==> src/hw/param_pkg.sv <==
package param_pkg;
   // header words spelling the block identifier
   localparam logic [15:0] HDR_W0     = 16'h4d41;
   localparam logic [15:0] HDR_W1     = 16'h534b;
   localparam logic [15:0] HDR_W2     = 16'h3031;
   // function codes and terminator
   localparam logic [15:0] CODE_FIN   = 16'hce00;
   localparam logic [15:0] CODE_FOUT  = 16'hca00;
   localparam logic [15:0] CODE_UPD   = 16'hcc00;
   localparam logic [15:0] CODE_RFLAG = 16'hcb00;
   localparam logic [15:0] CODE_RX    = 16'hcb01;
   localparam logic [15:0] CODE_RCNT  = 16'hcb02;
   localparam logic [15:0] CODE_CPL   = 16'hcd00;
   localparam logic [15:0] CODE_END   = 16'heeee;
   // range limits (start max is limit minus one)
   localparam logic [16:0] LIM_FLAG   = 17'h00100;
   localparam logic [16:0] LIM_XFLAG  = 17'h01000;
   localparam logic [16:0] LIM_CNT    = 17'h00100;
   localparam logic [15:0] MAX_CARDS  = 16'h0007;
   localparam logic [15:0] MAX_LEN    = 16'h0020;
   // error numbers
   localparam logic [7:0]  ERR_NONE   = 8'h00;
   localparam logic [7:0]  ERR_HDR    = 8'h01;
   localparam logic [7:0]  ERR_RANGE  = 8'h02;
   localparam logic [7:0]  ERR_CODE   = 8'h03;
   localparam logic [7:0]  ERR_NOEND  = 8'h04;
   // enable bit positions, one per function sub-block
   localparam int EN_FIN = 0, EN_FOUT = 1, EN_UPD = 2, EN_RFLAG = 3;
   localparam int EN_RX = 4, EN_RCNT = 5, EN_CPL = 6;
   // register indices on the software port
   localparam logic [3:0]  REG_STATUS = 4'h0;
   localparam logic [3:0]  REG_ERROR  = 4'h1;
   localparam logic [3:0]  REG_CTRL   = 4'h2;
   localparam logic [3:0]  REG_ENABLE = 4'h3;
   localparam logic [3:0]  REG_UPD    = 4'h4;
   // status and control bit positions
   localparam int ST_DONE = 0, ST_HDROK = 1, ST_ERR = 2, ST_RUN = 3;
   localparam int ST_STORE = 4, ST_ILINK = 5, ST_NOPROG = 6;
   localparam int CTRL_INHIBIT = 0;
   // status display codes, two hex digits
   localparam logic [7:0]  DISP_RUN   = 8'h01;
   localparam logic [7:0]  DISP_STOP  = 8'h00;
   localparam logic [7:0]  DISP_STORE = 8'h80;
   localparam logic [7:0]  DISP_NOPRG = 8'hee;
   // host memory window
   localparam logic [15:0] DP_BASE_SEG = 16'hd000;
   localparam logic [15:0] DP_SEG_STEP = 16'h0200;
   localparam int          DP_WIN_BITS = 13;
   // timing
   localparam int CLK_HZ        = 20_000_000;
   localparam int FLASH_HALF_MS = 250;
   localparam int FLASH_CYC     = FLASH_HALF_MS * (CLK_HZ / 1000);
endpackage

==> src/hw/plc_param_block_parser.sv <==
`timescale 1ns/10ps
module plc_param_block_parser
   import param_pkg::*;
#(
   parameter int AW           = 8,         // program memory word address width
   parameter int MAX_WORDS    = 256,       // words searched for the end code
   parameter int FLASH_CYCLES = FLASH_CYC  // half period of display flashing
) (
   input  wire logic          clk,
   input  wire logic          resetn,
   // switch pins, asynchronous
   input  wire logic          run_sw,        // high = run position
   input  wire logic          mode_sw,       // high = interlink / store position
   input  wire logic [2:0]    seg_sel,       // host window selector
   // from the card's own logic
   input  wire logic          prog_loaded,   // a program is in ram
   input  wire logic          store_done,    // non-volatile save finished
   input  wire logic [19:0]   host_addr,     // host byte address
   // program memory read port, data one cycle after pm_rd
   output logic [AW-1:0]      pm_addr,
   output logic               pm_rd,
   input  wire logic [15:0]   pm_rdata,
   // software register port
   input  wire logic [3:0]    reg_addr,
   input  wire logic [15:0]   reg_wdata,
   input  wire logic          reg_wr,
   input  wire logic          reg_rd,
   output logic [15:0]        reg_rdata,
   // status
   output logic               plc_run,
   output logic               interlink_mode,
   output logic               store_req,
   output logic               parse_done,
   output logic [7:0]         error_number_output,
   output logic [7:0]         disp_value,
   output logic               disp_lit,
   output logic               dpram_sel,
   // applied configuration
   output logic [6:0]         func_en,
   output logic [7:0]         fin_start,
   output logic [8:0]         fin_count,
   output logic [7:0]         fout_start,
   output logic [8:0]         fout_count,
   output logic [15:0]        upd_mask,
   output logic [7:0]         rflag_start,
   output logic [8:0]         rflag_count,
   output logic [11:0]        rx_start,
   output logic [12:0]        rx_count,
   output logic [7:0]         rcnt_start,
   output logic [8:0]         rcnt_count,
   output logic [15:0]        cpl_block,
   output logic [2:0]         cpl_cards,
   output logic [5:0]         cpl_len
);

   localparam int SW = 5;                          // synchronised pin count
   localparam int FW = $clog2(FLASH_CYCLES + 1);   // flash counter width

   // refuse sizes the pointer, end search or flash timer cannot serve
   if (AW < 2 || MAX_WORDS < 4 || MAX_WORDS > (1 << AW) || FLASH_CYCLES < 1) begin : g_bad_param
      $error("plc_param_block_parser: unsupported parameter values");
   end

   typedef enum {S_IDLE, S_READ, S_WAIT, S_TAKE} fsm_t;
   typedef enum {G_HDR, G_CODE, G_PAR} stage_t;

   typedef struct packed {
      logic [6:0]  en;
      logic [7:0]  fin_s;
      logic [8:0]  fin_c;
      logic [7:0]  fout_s;
      logic [8:0]  fout_c;
      logic [15:0] upd;
      logic [7:0]  rf_s;
      logic [8:0]  rf_c;
      logic [11:0] rx_s;
      logic [12:0] rx_c;
      logic [7:0]  rc_s;
      logic [8:0]  rc_c;
      logic [15:0] cb;
      logic [2:0]  cc;
      logic [5:0]  cl;
   } cfg_t;

   typedef struct packed {
      fsm_t             st;        // parser sequencer
      stage_t           stage;     // what the next word means
      logic [AW-1:0]    ptr;       // word index in the block
      logic [1:0]       widx;      // word number inside a group
      logic [1:0]       need;      // parameters of current code
      logic [15:0]      code;      // current function code
      logic [1:0][15:0] par;       // first two parameters
      cfg_t             pend;      // collected during parse
      cfg_t             act;       // applied configuration
      logic             hdr_ok;    // header matched
      logic             done;      // parse finished
      logic [7:0]       err;       // error number
      logic             running;   // plc in run
      logic             storing;   // program save in progress
      logic             sreq;      // store request pulse
      logic             rd;        // memory read strobe
      logic [SW-1:0]    s1, s2, s3; // pin synchroniser stages
      logic [SW-1:0]    filt;      // debounced pin levels
      logic             run_prev;  // last filtered run switch
      logic             mode_prev; // last filtered mode switch
      logic [1:0]       boot_cnt;  // settle time before mode capture
      logic             booted;    // mode captured
      logic             ilink;     // interlink mode
      logic [15:0]      ctrl;      // software control word
      logic [15:0]      rdata;     // register read data
      logic [FW-1:0]    fcnt;      // flash timer
      logic             fph;       // flash phase
   } state_t;

   state_t q, d;

   // start + count must stay within the limit, start below it
   function automatic logic range_ok(input logic [15:0] s, input logic [15:0] c,
                                     input logic [16:0] lim);
      logic [16:0] sum;
      sum = {1'b0, s} + {1'b0, c};
      return ({1'b0, s} < lim) && (sum <= lim);
   endfunction

   // header word expected at a given position
   function automatic logic [15:0] hdr_word(input logic [1:0] i);
      case (i)
         2'd0:    return HDR_W0;
         2'd1:    return HDR_W1;
         default: return HDR_W2;
      endcase
   endfunction

   // parameters that follow each code, zero for an unknown one
   function automatic logic [1:0] par_count(input logic [15:0] c);
      case (c)
         CODE_FIN, CODE_FOUT, CODE_RFLAG, CODE_RX, CODE_RCNT: return 2'd2;
         CODE_UPD: return 2'd1;
         CODE_CPL: return 2'd3;
         default:  return 2'd0;
      endcase
   endfunction

   logic [19:0] win_base;   // byte base of the selected window
   assign win_base = {DP_BASE_SEG + 16'(q.filt[4:2]) * DP_SEG_STEP, 4'h0};

   // next-state logic for the whole block
   always_comb begin
      logic run_edge;
      logic store_edge;
      logic [15:0] w;
      logic [15:0] st;
      d = q;
      run_edge = 1'b0;
      store_edge = 1'b0;
      w = pm_rdata;
      st = 16'h0000;
      d.sreq = 1'b0;
      d.rd = 1'b0;

      // three-stage synchroniser; a level counts once stages two and three agree
      d.s1 = {seg_sel, mode_sw, run_sw};
      d.s2 = q.s1;
      d.s3 = q.s2;
      for (int i = 0; i < SW; i++) begin
         if (q.s2[i] == q.s3[i])
            d.filt[i] = q.s3[i];
      end

      // mode is taken once, after the synchroniser has settled past reset
      if (!q.booted) begin
         d.boot_cnt = q.boot_cnt + 2'd1;
         if (q.boot_cnt == 2'd3) begin
            d.booted = 1'b1;
            // take the level the filter settles to on this edge; the old one is still reset
            d.ilink = d.filt[1];
            d.mode_prev = d.filt[1];
            d.run_prev = d.filt[0];
         end
      end else begin
         d.run_prev = q.filt[0];
         d.mode_prev = q.filt[1];
         // the run edge only counts from a stopped switch, so a store leaves us stopped
         run_edge = q.filt[0] && !q.run_prev && !q.ilink;
         store_edge = q.filt[1] && !q.mode_prev && !q.ilink;
      end

      // run/stop handling
      if (!q.filt[0] || q.ctrl[CTRL_INHIBIT])
         d.running = 1'b0;
      if (store_edge && !q.storing) begin
         d.storing = 1'b1;
         d.sreq = 1'b1;
         d.running = 1'b0;
      end
      if (q.storing) begin
         d.running = 1'b0;
         if (store_done)
            d.storing = 1'b0;
      end

      // a stop-to-run edge restarts a parse; edits while running stay dormant
      if (run_edge && q.st == S_IDLE && !q.storing && prog_loaded &&
          !q.ctrl[CTRL_INHIBIT]) begin
         d.st = S_READ;
         d.stage = G_HDR;
         d.ptr = '0;
         d.widx = 2'd0;
         d.done = 1'b0;
         d.hdr_ok = 1'b0;
         d.err = ERR_NONE;
         d.pend = '0;
      end

      // parser sequencer: read, wait one cycle, take the word
      case (q.st)
         S_IDLE: begin
         end
         S_READ: begin
            d.rd = 1'b1;
            d.st = S_WAIT;
         end
         S_WAIT: begin
            d.st = S_TAKE;
         end
         S_TAKE: begin
            d.st = S_READ;
            d.ptr = q.ptr + AW'(1);
            case (q.stage)
               G_HDR: begin
                  if (w != hdr_word(q.widx)) begin
                     d.err = ERR_HDR;
                     d.st = S_IDLE;
                     d.done = 1'b1;
                  end else if (q.widx == 2'd2) begin
                     d.hdr_ok = 1'b1;
                     d.stage = G_CODE;
                  end else begin
                     d.widx = q.widx + 2'd1;
                  end
               end
               G_CODE: begin
                  if (w == CODE_END) begin
                     d.st = S_IDLE;
                     d.done = 1'b1;
                     d.act = q.pend;
                     // a store starting this cycle or an inhibit already set keeps the plc stopped
                     d.running = q.filt[0] && !d.storing && !q.ctrl[CTRL_INHIBIT];
                  end else if (par_count(w) == 2'd0) begin
                     d.err = ERR_CODE;
                     d.st = S_IDLE;
                     d.done = 1'b1;
                  end else begin
                     d.code = w;
                     d.need = par_count(w);
                     d.widx = 2'd0;
                     d.stage = G_PAR;
                  end
               end
               default: begin
                  if (q.widx != 2'd2)
                     d.par[q.widx[0]] = w;
                  if (q.widx == q.need - 2'd1) begin
                     d.stage = G_CODE;
                     case (q.code)
                        CODE_FIN: begin
                           if (range_ok(q.par[0], w, LIM_FLAG)) begin
                              d.pend.en[EN_FIN] = 1'b1;
                              d.pend.fin_s = q.par[0][7:0];
                              d.pend.fin_c = w[8:0];
                           end else d.err = ERR_RANGE;
                        end
                        CODE_FOUT: begin
                           if (range_ok(q.par[0], w, LIM_FLAG)) begin
                              d.pend.en[EN_FOUT] = 1'b1;
                              d.pend.fout_s = q.par[0][7:0];
                              d.pend.fout_c = w[8:0];
                           end else d.err = ERR_RANGE;
                        end
                        CODE_UPD: begin
                           d.pend.en[EN_UPD] = 1'b1;
                           d.pend.upd = w;
                        end
                        CODE_RFLAG: begin
                           if (range_ok(q.par[0], w, LIM_FLAG)) begin
                              d.pend.en[EN_RFLAG] = 1'b1;
                              d.pend.rf_s = q.par[0][7:0];
                              d.pend.rf_c = w[8:0];
                           end else d.err = ERR_RANGE;
                        end
                        CODE_RX: begin
                           if (range_ok(q.par[0], w, LIM_XFLAG)) begin
                              d.pend.en[EN_RX] = 1'b1;
                              d.pend.rx_s = q.par[0][11:0];
                              d.pend.rx_c = w[12:0];
                           end else d.err = ERR_RANGE;
                        end
                        CODE_RCNT: begin
                           if (range_ok(q.par[0], w, LIM_CNT)) begin
                              d.pend.en[EN_RCNT] = 1'b1;
                              d.pend.rc_s = q.par[0][7:0];
                              d.pend.rc_c = w[8:0];
                           end else d.err = ERR_RANGE;
                        end
                        default: begin
                           // card coupling: block, cards, length
                           if (q.par[1] <= MAX_CARDS && w <= MAX_LEN) begin
                              d.pend.en[EN_CPL] = 1'b1;
                              d.pend.cb = q.par[0];
                              d.pend.cc = q.par[1][2:0];
                              d.pend.cl = w[5:0];
                           end else d.err = ERR_RANGE;
                        end
                     endcase
                     // a faulty entry ends the parse and nothing is applied
                     if (d.err != ERR_NONE) begin
                        d.st = S_IDLE;
                        d.done = 1'b1;
                     end
                  end else begin
                     d.widx = q.widx + 2'd1;
                  end
               end
            endcase
            // ran off the searched area without an end code
            if (d.st == S_READ && q.ptr == AW'(MAX_WORDS - 1)) begin
               d.err = ERR_NOEND;
               d.st = S_IDLE;
               d.done = 1'b1;
            end
         end
         default: d.st = S_IDLE;
      endcase

      // display flash timer, free running
      if (q.fcnt == FW'(FLASH_CYCLES - 1)) begin
         d.fcnt = '0;
         d.fph = !q.fph;
      end else begin
         d.fcnt = q.fcnt + FW'(1);
      end

      // software register port
      st[ST_DONE] = q.done;
      st[ST_HDROK] = q.hdr_ok;
      st[ST_ERR] = (q.err != ERR_NONE);
      st[ST_RUN] = q.running;
      st[ST_STORE] = q.storing;
      st[ST_ILINK] = q.ilink;
      st[ST_NOPROG] = !prog_loaded;
      if (reg_wr && reg_addr == REG_CTRL)
         d.ctrl = {15'h0000, reg_wdata[CTRL_INHIBIT]};
      d.rdata = 16'h0000;
      if (reg_rd) begin
         case (reg_addr)
            REG_STATUS: d.rdata = st;
            REG_ERROR:  d.rdata = {8'h00, q.err};
            REG_CTRL:   d.rdata = q.ctrl;
            REG_ENABLE: d.rdata = {9'h000, q.act.en};
            REG_UPD:    d.rdata = q.act.upd;
            default:    d.rdata = 16'h0000;
         endcase
      end
   end

   // single state register
   always_ff @(posedge clk or negedge resetn) begin
      if (!resetn) begin
         q <= '{st: S_IDLE, stage: G_HDR, default: '0};
      end else begin
         q <= d;
      end
   end

   // outputs
   assign pm_addr = q.ptr;
   assign pm_rd = q.rd;
   assign reg_rdata = q.rdata;
   assign plc_run = q.running;
   assign interlink_mode = q.ilink;
   assign store_req = q.sreq;
   assign parse_done = q.done;
   assign error_number_output = q.err;
   // host window match on the top address bits
   assign dpram_sel = (host_addr[19:DP_WIN_BITS] == win_base[19:DP_WIN_BITS]);

   // status display: interlink (shown as stop) beats store beats no-program beats run/stop
   always_comb begin
      disp_value = q.running ? DISP_RUN : DISP_STOP;
      disp_lit = q.booted;
      if (q.ilink) begin
         disp_value = DISP_STOP;
      end else if (q.storing) begin
         disp_value = DISP_STORE;
         disp_lit = q.fph;
      end else if (q.booted && !prog_loaded) begin
         disp_value = DISP_NOPRG;
         disp_lit = q.fph;
      end
   end

   // applied configuration, only changed by a clean parse
   assign func_en = q.act.en;
   assign fin_start = q.act.fin_s;
   assign fin_count = q.act.fin_c;
   assign fout_start = q.act.fout_s;
   assign fout_count = q.act.fout_c;
   assign upd_mask = q.act.upd;
   assign rflag_start = q.act.rf_s;
   assign rflag_count = q.act.rf_c;
   assign rx_start = q.act.rx_s;
   assign rx_count = q.act.rx_c;
   assign rcnt_start = q.act.rc_s;
   assign rcnt_count = q.act.rc_c;
   assign cpl_block = q.act.cb;
   assign cpl_cards = q.act.cc;
   assign cpl_len = q.act.cl;

endmodule

==> config.mk <==
export PLATFORM = sky130hd
export DESIGN_NAME = plc_param_block_parser
export DESIGN_NICKNAME = d
export VERILOG_FILES = /design/src/hw/param_pkg.sv /design/src/hw/plc_param_block_parser.sv
export SDC_FILE = /design/constraint.sdc
export NUM_CORES = 1
export LEC_CHECK = 0
export CAP_MARGIN = 10
export CORE_UTILIZATION = 35
export CTS_CLUSTER_DIAMETER = 40
export CTS_CLUSTER_SIZE = 8
export DETAILED_ROUTE_END_ITERATION = 10
export DONT_BUFFER_PORTS = 1
export GPL_ROUTABILITY_DRIVEN = 0
export PLACE_DENSITY = 0.47
export SLEW_MARGIN = 25
export SYNTH_ARGS = -nofsm -noshare
export SYNTH_HDL_FRONTEND = slang
export SYNTH_SLANG_ARGS = --single-unit
==> constraint.sdc <==
create_clock -name clk -period 3.24 [get_ports clk]
set_clock_uncertainty 0.05 [all_clocks]
set_input_delay 0 -clock clk [delete_from_list [all_inputs] [get_ports clk]]
set_output_delay 0 -clock clk [all_outputs]
set_load 0.03 [all_outputs]
**After elaboration in Yosys (flattened, before gate mapping)**

Cells that the tools add are included.

- Register bits after elaboration: 487
- Output and inout port bits: 188
- Word-level logic and storage cells: 270

- Add/subtract/negate cells: 7
- $lt $le $gt $ge: 8
- Equality and inequality tests: 38
- Muxes and demuxes: 106
- Bitwise operators: 4
- Reductions and logical operators: 46

Operator list:

| kind | number |
|---|---|
| $mux W141 | 4 |
| $mux W385 | 1 |
| $eq A16 B16 Y1 const B | 14 |
| $mux W32 | 6 |
| $mux W173 | 1 |
| $pmux W32 S4 | 1 |
| $pmux W64 S2 | 1 |
| $mux W17 | 6 |
| $mux W25 | 4 |
| $eq A32 B2 Y1 const B | 3 |
| $logic_not A32 Y1 | 3 |
| $mux W16 | 5 |
| $mux W8 | 10 |
| $pmux W16 S5 | 1 |
| $mux W74 | 1 |
| $eq A32 B1 Y1 const B | 2 |
| $mux W64 | 1 |
| $mux W18 | 3 |
| $mux W20 | 2 |
| $mux W9 | 4 |
| $mux W1 | 33 |
| $mux W33 | 1 |
| $bwmux W32 | 1 |
| $pmux W15 S2 | 1 |
| 50 further kinds | 100 |

**Logic depth before layout (Yosys ltp)**

Gate-level depths: netlist (run 1).

- Depth after elaboration: 23
- Depth in mapped cells: 16

**Worst setup path after synthesis (run 1)**

No wires, ideal clock.

- Path kind: reg-to-reg
- Start point: reg q[378] (netlist bit)
- End point: reg q (netlist bit parse_done)
- Library setup time: 0.121 ns
- Data arrival time: 3.201 ns
- Required time: 3.069 ns
- Slack: -0.132 ns
- Cell stages (with the launch flop): 14
- Path buffers: 0
- Clock period less this slack: 3.372 ns
- Cells stage by stage: dfrtp_1 > ha_1 > inv_1 > fa_1 > and2b_1 > o31ai_2 > and3b_1 > o21ai_1 > xor2_1 > nor3_1 > a31oi_1 > a311oi_2 > or4_4 > a22o_1

RTL lines:

| what | line | source |
|---|---|---|
| start, declared | plc_param_block_parser.sv:115 | `state_t q, d;` |
| start signal, assigned | plc_param_block_parser.sv:369 | `q <= '{st: S_IDLE, stage: G_HDR, default: '0};` |
| start signal, assigned | plc_param_block_parser.sv:371 | `q <= d;` |

==> results of run 1 <==
==> what timing repair did <==
action                                  4_1_cts  5_1_grt
pin swaps                                    14        9
endpoints found under the hold margin       613      457
setup buffers                                15        2
gates cloned                                  4        4
gates resized for setup                      44       15
endpoints found under the setup margin      107      108
==> per-stage QoR <==
step | hold slack, ns | util
final | -0.940 | 0.422
after global routing | -0.981 | 0.422
after CTS | -0.979 | 0.420
after detailed placement | -0.330 | 0.357
after global placement | -0.337 | 0.357
after floorplan | -0.346 | -
==> sequential cells by signal, summed over array words and instances, names as in the netlist, 3 cells and up <==
name and count:
cpl_block 16, cpl_cards 3, cpl_len 6, d 10, error_number_output 8, fin_count 9
fin_start 8, fout_count 9, fout_start 8, func_en 7, pm_addr 8, q 269
rcnt_count 9, rcnt_start 8, reg_rdata 16, rflag_count 9, rflag_start 8, rx_count 13
rx_start 12, upd_mask 16
==> worst max-delay path by stage <==
| stage | startpoint | end | slack, ns | depth (start not counted) |
|---|---|---|---|---|
| 6_report | q[378] | parse_done | -0.15 | 13 |
| 5_1_grt | q[378] | parse_done | -0.28 | 13 |
| 4_1_cts | q[379] | parse_done | -0.13 | 12 |
| 3_5_place_dp | q[378] | error_number_output[6] | -0.27 | 14 |
| 3_3_place_gp | q[378] | parse_done | -0.25 | 13 |
| 2_1_floorplan | q[378] | parse_done | 0.003 | 12 |
==> Yosys cell counts, types with 21 or more instances <==
master	n	share of area
o21ai_1	23	0.0055
and2_1	46	0.014
nand3_1	91	0.022
ha_1	29	0.017
xnor2_1	22	0.0093
dfrtp_1	457	0.55
buf_4	182	0.066
o21ai_0	53	0.013
mux2_2	179	0.097
a21oi_1	30	0.0072
nor3_1	21	0.0051
nor4_1	23	0.0069
mux2i_1	71	0.034
nor2_1	43	0.0078
clkbuf_1	71	0.013
nand2_1	248	0.045
inv_1	34	0.0061
and3_1	25	0.0075
==> power by group <==
| group | leakage (nW) | internal [mW] | switching (mW) |
|---|---|---|---|
| combinational | 4.44 | 0.400 | 0.623 |
| clock | 1.39 | 5.85 | 2.88 |
| sequential | 6.22 | 5.83 | 0.195 |
==> worst max-delay path, stage by stage (launching register included) <==
cell and delay, ns:
dfrtp_1 0.37, ha_2 0.18, inv_2 0.05, fa_2 0.19, and2b_2 0.25, o31ai_4 0.27, a21oi_1 0.10, nand4b_1 0.23
buf_4 0.18, a2111oi_4 0.40, a211o_1 0.23, nand3_2 0.09, or4_4 0.49, a22o_1 0.19
==> layer usage <==
metal	global-route usage	up-vias
met5	0	-
met4	0.0775	2
met3	0.0581	112
met2	0.292	370
met1	0.258	6690
li1	-	6120
==> layout make-up <==
| cell class | count | share of cell area |
|---|---|---|
| tap | 765 | 0.0390 |
| clock buffer | 120 | 0.103 |
| timing repair buffer | 139 | 0.0569 |
| antenna | 1 | 0.000102 |
| clock inverter | 27 | 0.0136 |
| sequential | 457 | 0.466 |
| multi-input combinational | 1083 | 0.316 |
| inverter | 35 | 0.00535 |
==> cells in the final DEF, fill, tap and decap left out, types with 8 or more instances in the layout <==
cell           count
ha_1              28
buf_6             10
o21ai_1           22
clkbuf_8          16
a21o_1            11
xnor2_1           21
and2_1            45
inv_1             32
nor2_1            41
nor2b_1           13
nand2_1          244
nand3_1           85
dfrtp_1          457
buf_4             73
xor2_1            15
dlygate4sd3_1     41
nand4_1           17
o21ai_0           52
nor4_1            23
a21oi_1           28
buf_12             9
nor3_1            19
mux2i_1           71
mux2_2           179
clkbuf_16         93
clkbuf_1          14
and3_1            24
clkinv_2           8
==> kinds of logic after synthesis <==
kind of cell | synth area share
multiplexers | 0.131
other | 0.000180
AND/OR/NAND/NOR | 0.137
AO/OA/AOI/OAI | 0.0560
adder cells (fa/ha/maj) | 0.0208
XOR/XNOR | 0.0160
buffers and inverters | 0.0883
flip-flops | 0.550
==> impl_metrics.json, run 1 <==
{
  "syn_nets": 1937,
  "tns_ns": -7.31,
  "nets": 1900,
  "cts_made_buffers": 87,
  "violations": "hold timing, setup timing",
  "dr.max_layer_used": "met5",
  "grt_remaining_overflow": 0,
  "post-route-period-util": 1.05,
  "grt_pass1_wl_um": 87800,
  "hpwl_um": 35700,
  "cts.root.buffer_cell": "clkbuf_16",
  "setup.worst_path.end_class": "flip-flop",
  "core-area_um2": 58100,
  "cts_tree": "done",
  "track_usage": 0.193,
  "min_period_ns": 3.39,
  "multi_input_area_um2": 7760,
  "synth_edf_count": 0,
  "first_pass_iters": 5,
  "vias": 13300,
  "synthCells": 1840,
  "drive_gt1_frac": 0.250,
  "worstReg2RegStart": "q[378]",
  "wl_met1_um": 25700,
  "power_leakage_nw": 12.1,
  "wirelength_um": 58100,
  "postSynthAreaPerCell_um2": 11.3,
  "async_flop_share": 1.00,
  "place_area_um2": 20800,
  "portBuffers": 0,
  "cp_max_fo": 4,
  "clkLatencyLatePin_ns": 0.60,
  "powerDensity_nw_per_um2": 643,
  "fillers": 5487,
  "hold_path_class": "input port to asynchronous set/reset pin",
  "grt_pass1_vias": 13900,
  "seq_area_um2": 11400,
  "syn2layout_area_growth_pct": 18.1,
  "postCtsHoldBufs": 41,
  "final_cells": 2627,
  "die_area_um2": 60400,
  "holdWs_ns": -0.940,
  "met2WireLength_um": 26400,
  "drc": 0,
  "drt_iter0_markers": 927,
  "final_antenna_net_count": 0,
  "pre_cts_slack_ns": -0.272,
  "antenna_found_initial": 1,
  "clkSinkCount": 457,
  "ys.flop_type": "dfrtp_1",
  "num_io_pins": 255,
  "dpl.cell_count": 2415,
  "r2r_end": "parse_done",
  "grt_max_degree": 458,
  "start_kind": "flip-flop",
  "status": "finished, violations left",
  "rows": 88,
  "layout_setup_ws_ns": -0.151,
  "die_w_um": 246,
  "wl_met3_um": 4160,
  "drv_slew": 0,
  "drv_cap": 0,
  "crit_type": "flip-flop to flip-flop",
  "max_slew_margin": 0.0145,
  "max_freq_ghz": 0.295,
  "r2r_slack_ns": -0.15,
  "worst_pin_slew_ns": 1.48,
  "wl_per_cell_um": 22.1,
  "start_util": 0.358,
  "post_drt_via_cell_ratio": 5.06,
  "htreeDepth": 3,
  "setup_violations": 88,
  "synth_seq_cells": 457,
  "die_h_um": 246,
  "yosys_warnings": 0,
  "clk_pin_slew_ns": 0.05,
  "rr_worst_depth": 13,
  "critical_path_required_ns": 3.67,
  "critPathArrivalTime_ns": 3.82,
  "synthDistinctLibCells": 79,
  "rsz0062_at_grt": "true",
  "hold_violations": 457,
  "p_total_mw": 15.8,
  "fin_area_um2": 24500,
  "synth.cell_area_um2": 20800,
  "irDropWorstVdd_mv": 0.390,
  "ys_seq_area_frac": 0.550,
  "clockBufferDepth": 3
}
No activity file was read; power rests on OpenSTA's default activity.
==> run 2, diff against run 1 <==
--- a/config.mk
+++ b/config.mk
@@ -5,6 +5,7 @@
 export SDC_FILE = /design/constraint.sdc
 export NUM_CORES = 1
 export LEC_CHECK = 0
+export ABC_AREA = 1
 export CAP_MARGIN = 10
 export CORE_UTILIZATION = 35
 export CTS_CLUSTER_DIAMETER = 40
==> run 2 against run 1 <==
Compared with the run above:
- the run ends with hold timing left
- hold slack got worse by 0.026 ns
- routed wire length increased by 2.9%
- sequential power increased by 7.6%
- synthesized cell count increased by 38%
- largest power group unchanged
==> impl_metrics.json, run 2 <==
{
  "fin_area_um2": 24700,
  "clkSinkCount": 457,
  "drv_cap": 0,
  "dpl.cell_count": 3093,
  "grt_max_degree": 458,
  "setup.worst_path.end_class": "flip-flop",
  "synth.area.top_cells": "dfrtp_1 53%, nand2_1 11%, buf_4 6.3%",
  "largest_reg_flops": 269,
  "synth_top_area_cell": "dfrtp_1",
  "synth_top_area_frac": 0.531,
  "post_drt_via_cell_ratio": 4.86,
  "htreeDepth": 3,
  "critical_path_required_ns": 3.74,
  "syn_nets": 2640,
  "synth.cell_area_um2": 21500,
  "syn2layout_area_growth_pct": 14.8,
  "min_period_ns": 3.07,
  "status": "finished, violations left",
  "clkLatencyLatePin_ns": 0.62,
  "r2r_end": "error_number_output[2]",
  "ys.flop_type": "dfrtp_1",
  "grt_remaining_overflow": 0,
  "place_area_um2": 21200,
  "cp_top_family": "buffers and inverters",
  "first_pass_iters": 6,
  "num_io_pins": 255,
  "antenna_found_initial": 2,
  "crit_type": "input port to flip-flop",
  "synth_seq_cells": 457,
  "final_cells": 3292,
  "synthDistinctLibCells": 54,
  "cts_made_buffers": 88,
  "tns_ns": 0,
  "post-route-period-util": 0.946,
  "synthCells": 2543,
  "worst_pin_slew_ns": 0.918,
  "violations": "hold timing",
  "hpwl_um": 38500,
  "ys_seq_area_frac": 0.531,
  "start_util": 0.355,
  "wl_per_cell_um": 18.2,
  "diodes": 0,
  "layout_common_cells": "625 x nand2_1, 457 x dfrtp_1, 284 x inv_1",
  "rows": 90,
  "drv_slew": 0,
  "vias": 16000,
  "layout_setup_ws_ns": 0.175,
  "pre_cts_slack_ns": 0.150,
  "powerDensity_nw_per_um2": 684,
  "power_leakage_nw": 12.4,
  "r2r_slack_ns": 0.33,
  "synth_edf_count": 0,
  "cp_slowest_cell": "dlygate4sd3_1",
  "die_w_um": 250,
  "cts_tree": "done",
  "die_h_um": 250,
  "wirelength_um": 59800,
  "drc": 0,
  "max_slew_margin": 0.383,
  "final_util": 0.408,
  "p_total_mw": 16.9,
  "hold_violations": 457,
  "holdWs_ns": -0.966,
  "clk_pin_slew_ns": 0.05,
  "drt_iter0_markers": 1253,
  "final_antenna_net_count": 0,
  "yosysMostFrequentCell": "nand2_1",
  "layout_commonest_cell": "nand2_1",
  "clockBufferDepth": 3,
  "async_flop_share": 1.00,
  "core-area_um2": 60600,
  "yosys_warnings": 0,
  "critPathArrivalTime_ns": 3.57,
  "cp_max_fo": 7,
  "synthTopCellsByCount": "628 x nand2_1, 457 x dfrtp_1, 285 x inv_1, 226 x o21ai_0, 197 x nand3_1",
  "postSynthAreaPerCell_um2": 8.47,
  "grt_pass1_vias": 16100,
  "max_stage_delay_ns": 0.61,
  "postCtsHoldBufs": 49,
  "nets": 2549,
  "setup_violations": 0,
  "max_freq_ghz": 0.326,
  "cts.root.buffer_cell": "clkbuf_16",
  "crit_path_frequent_cell": "dlygate4sd3_1",
  "rr_worst_depth": 20,
  "track_usage": 0.194,
  "drive_gt1_frac": 0.0892,
  "fillers": 6049,
  "irDropWorstVdd_mv": 0.566,
  "start_kind": "input port",
  "grt_pass1_wl_um": 94600,
  "critical_path_buf_inv_count": 5,
  "cp_cell_sequence": "dlygate4sd3_1 -> nor2_1 -> dlygate4sd3_1 -> nand2_1 -> o22ai_1 -> dlygate4sd3_1 -> nor2_1 -> dlygate4sd3_1 -> nor2_1 -> dlygate4sd3_1",
  "die_area_um2": 62500,
  "worstReg2RegStart": "q[378]",
  "hold_path_class": "input port to asynchronous set/reset pin",
  "portBuffers": 0,
  "largest_register": "q"
}
-- run 2: report_power, final --
part	switching [mW]	internal, mW	total (mW)
clock network	2.99	5.94	8.93
logic	0.959	0.533	1.49
registers	0.396	6.09	6.49
total	4.35	12.6	16.9
-- run 2: final cells by class --
| type | count | area (µm²) | area share |
|---|---|---|---|
| multi-input cells | 1523 | 7360 | 0.298 |
| flip-flops and latches | 457 | 11400 | 0.463 |
| repair buffers | 93 | 921 | 0.0373 |
| inverters | 289 | 1080 | 0.0439 |
| well taps | 782 | 978 | 0.0396 |
| clock buffers | 111 | 2450 | 0.0991 |
| clock inverters | 37 | 484 | 0.0196 |
-- run 2: worst max path at each step --
stage,cells past startpoint,to,slack [ns],start
2_1_floorplan,19,error_number_output[2],0.58,q[378]
3_3_place_gp,19,error_number_output[2],0.18,q[378]
3_5_place_dp,19,error_number_output[2],0.15,q[378]
4_1_cts,19,error_number_output[2],0.13,q[378]
5_1_grt,22,error_number_output[2],-0.006,q[378]
6_report,10,reg_rdata[6],0.17,reg_addr[2]
-- run 2: worst reg2reg max path, delay by kind of cell, from the launching register on --
kind	cells	cell delay, ns
simple gates	14	1.29
flops	1	0.34
buf+inv	1	0.06
fa+ha+maj	2	0.67
compound gates	3	0.39
-- run 2: cell families after synthesis --
group / count (synthesis) / share of synthesized area
adder cells (fa/ha/maj): 35 / 0.0201
flip-flops: 457 / 0.531
AO/OA/AOI/OAI: 352 / 0.0911
XOR/XNOR: 17 / 0.00692
AND/OR/NAND/NOR: 1118 / 0.219
other: 1 / 0.000174
buffers and inverters: 563 / 0.131
-- run 2: metal layers --
layer  share of wire  wire (µm)  vias up  track usage
li1                -          -     7828            -
met1            0.44      26100     7608        0.251
met2            0.47      28000      410        0.310
met3           0.067       4010      139       0.0550
met4           0.030       1800        0       0.0717
met5               0          0        -            0
-- run 2: timing repair --
| action | 4_1_cts | 5_1_grt |
|---|---|---|
| endpoints found under the hold margin | 602 | 457 |
| endpoints found under the setup margin | 0 | 10 |
| resized for setup | 0 | 11 |
| buffers inserted | 0 | 2 |
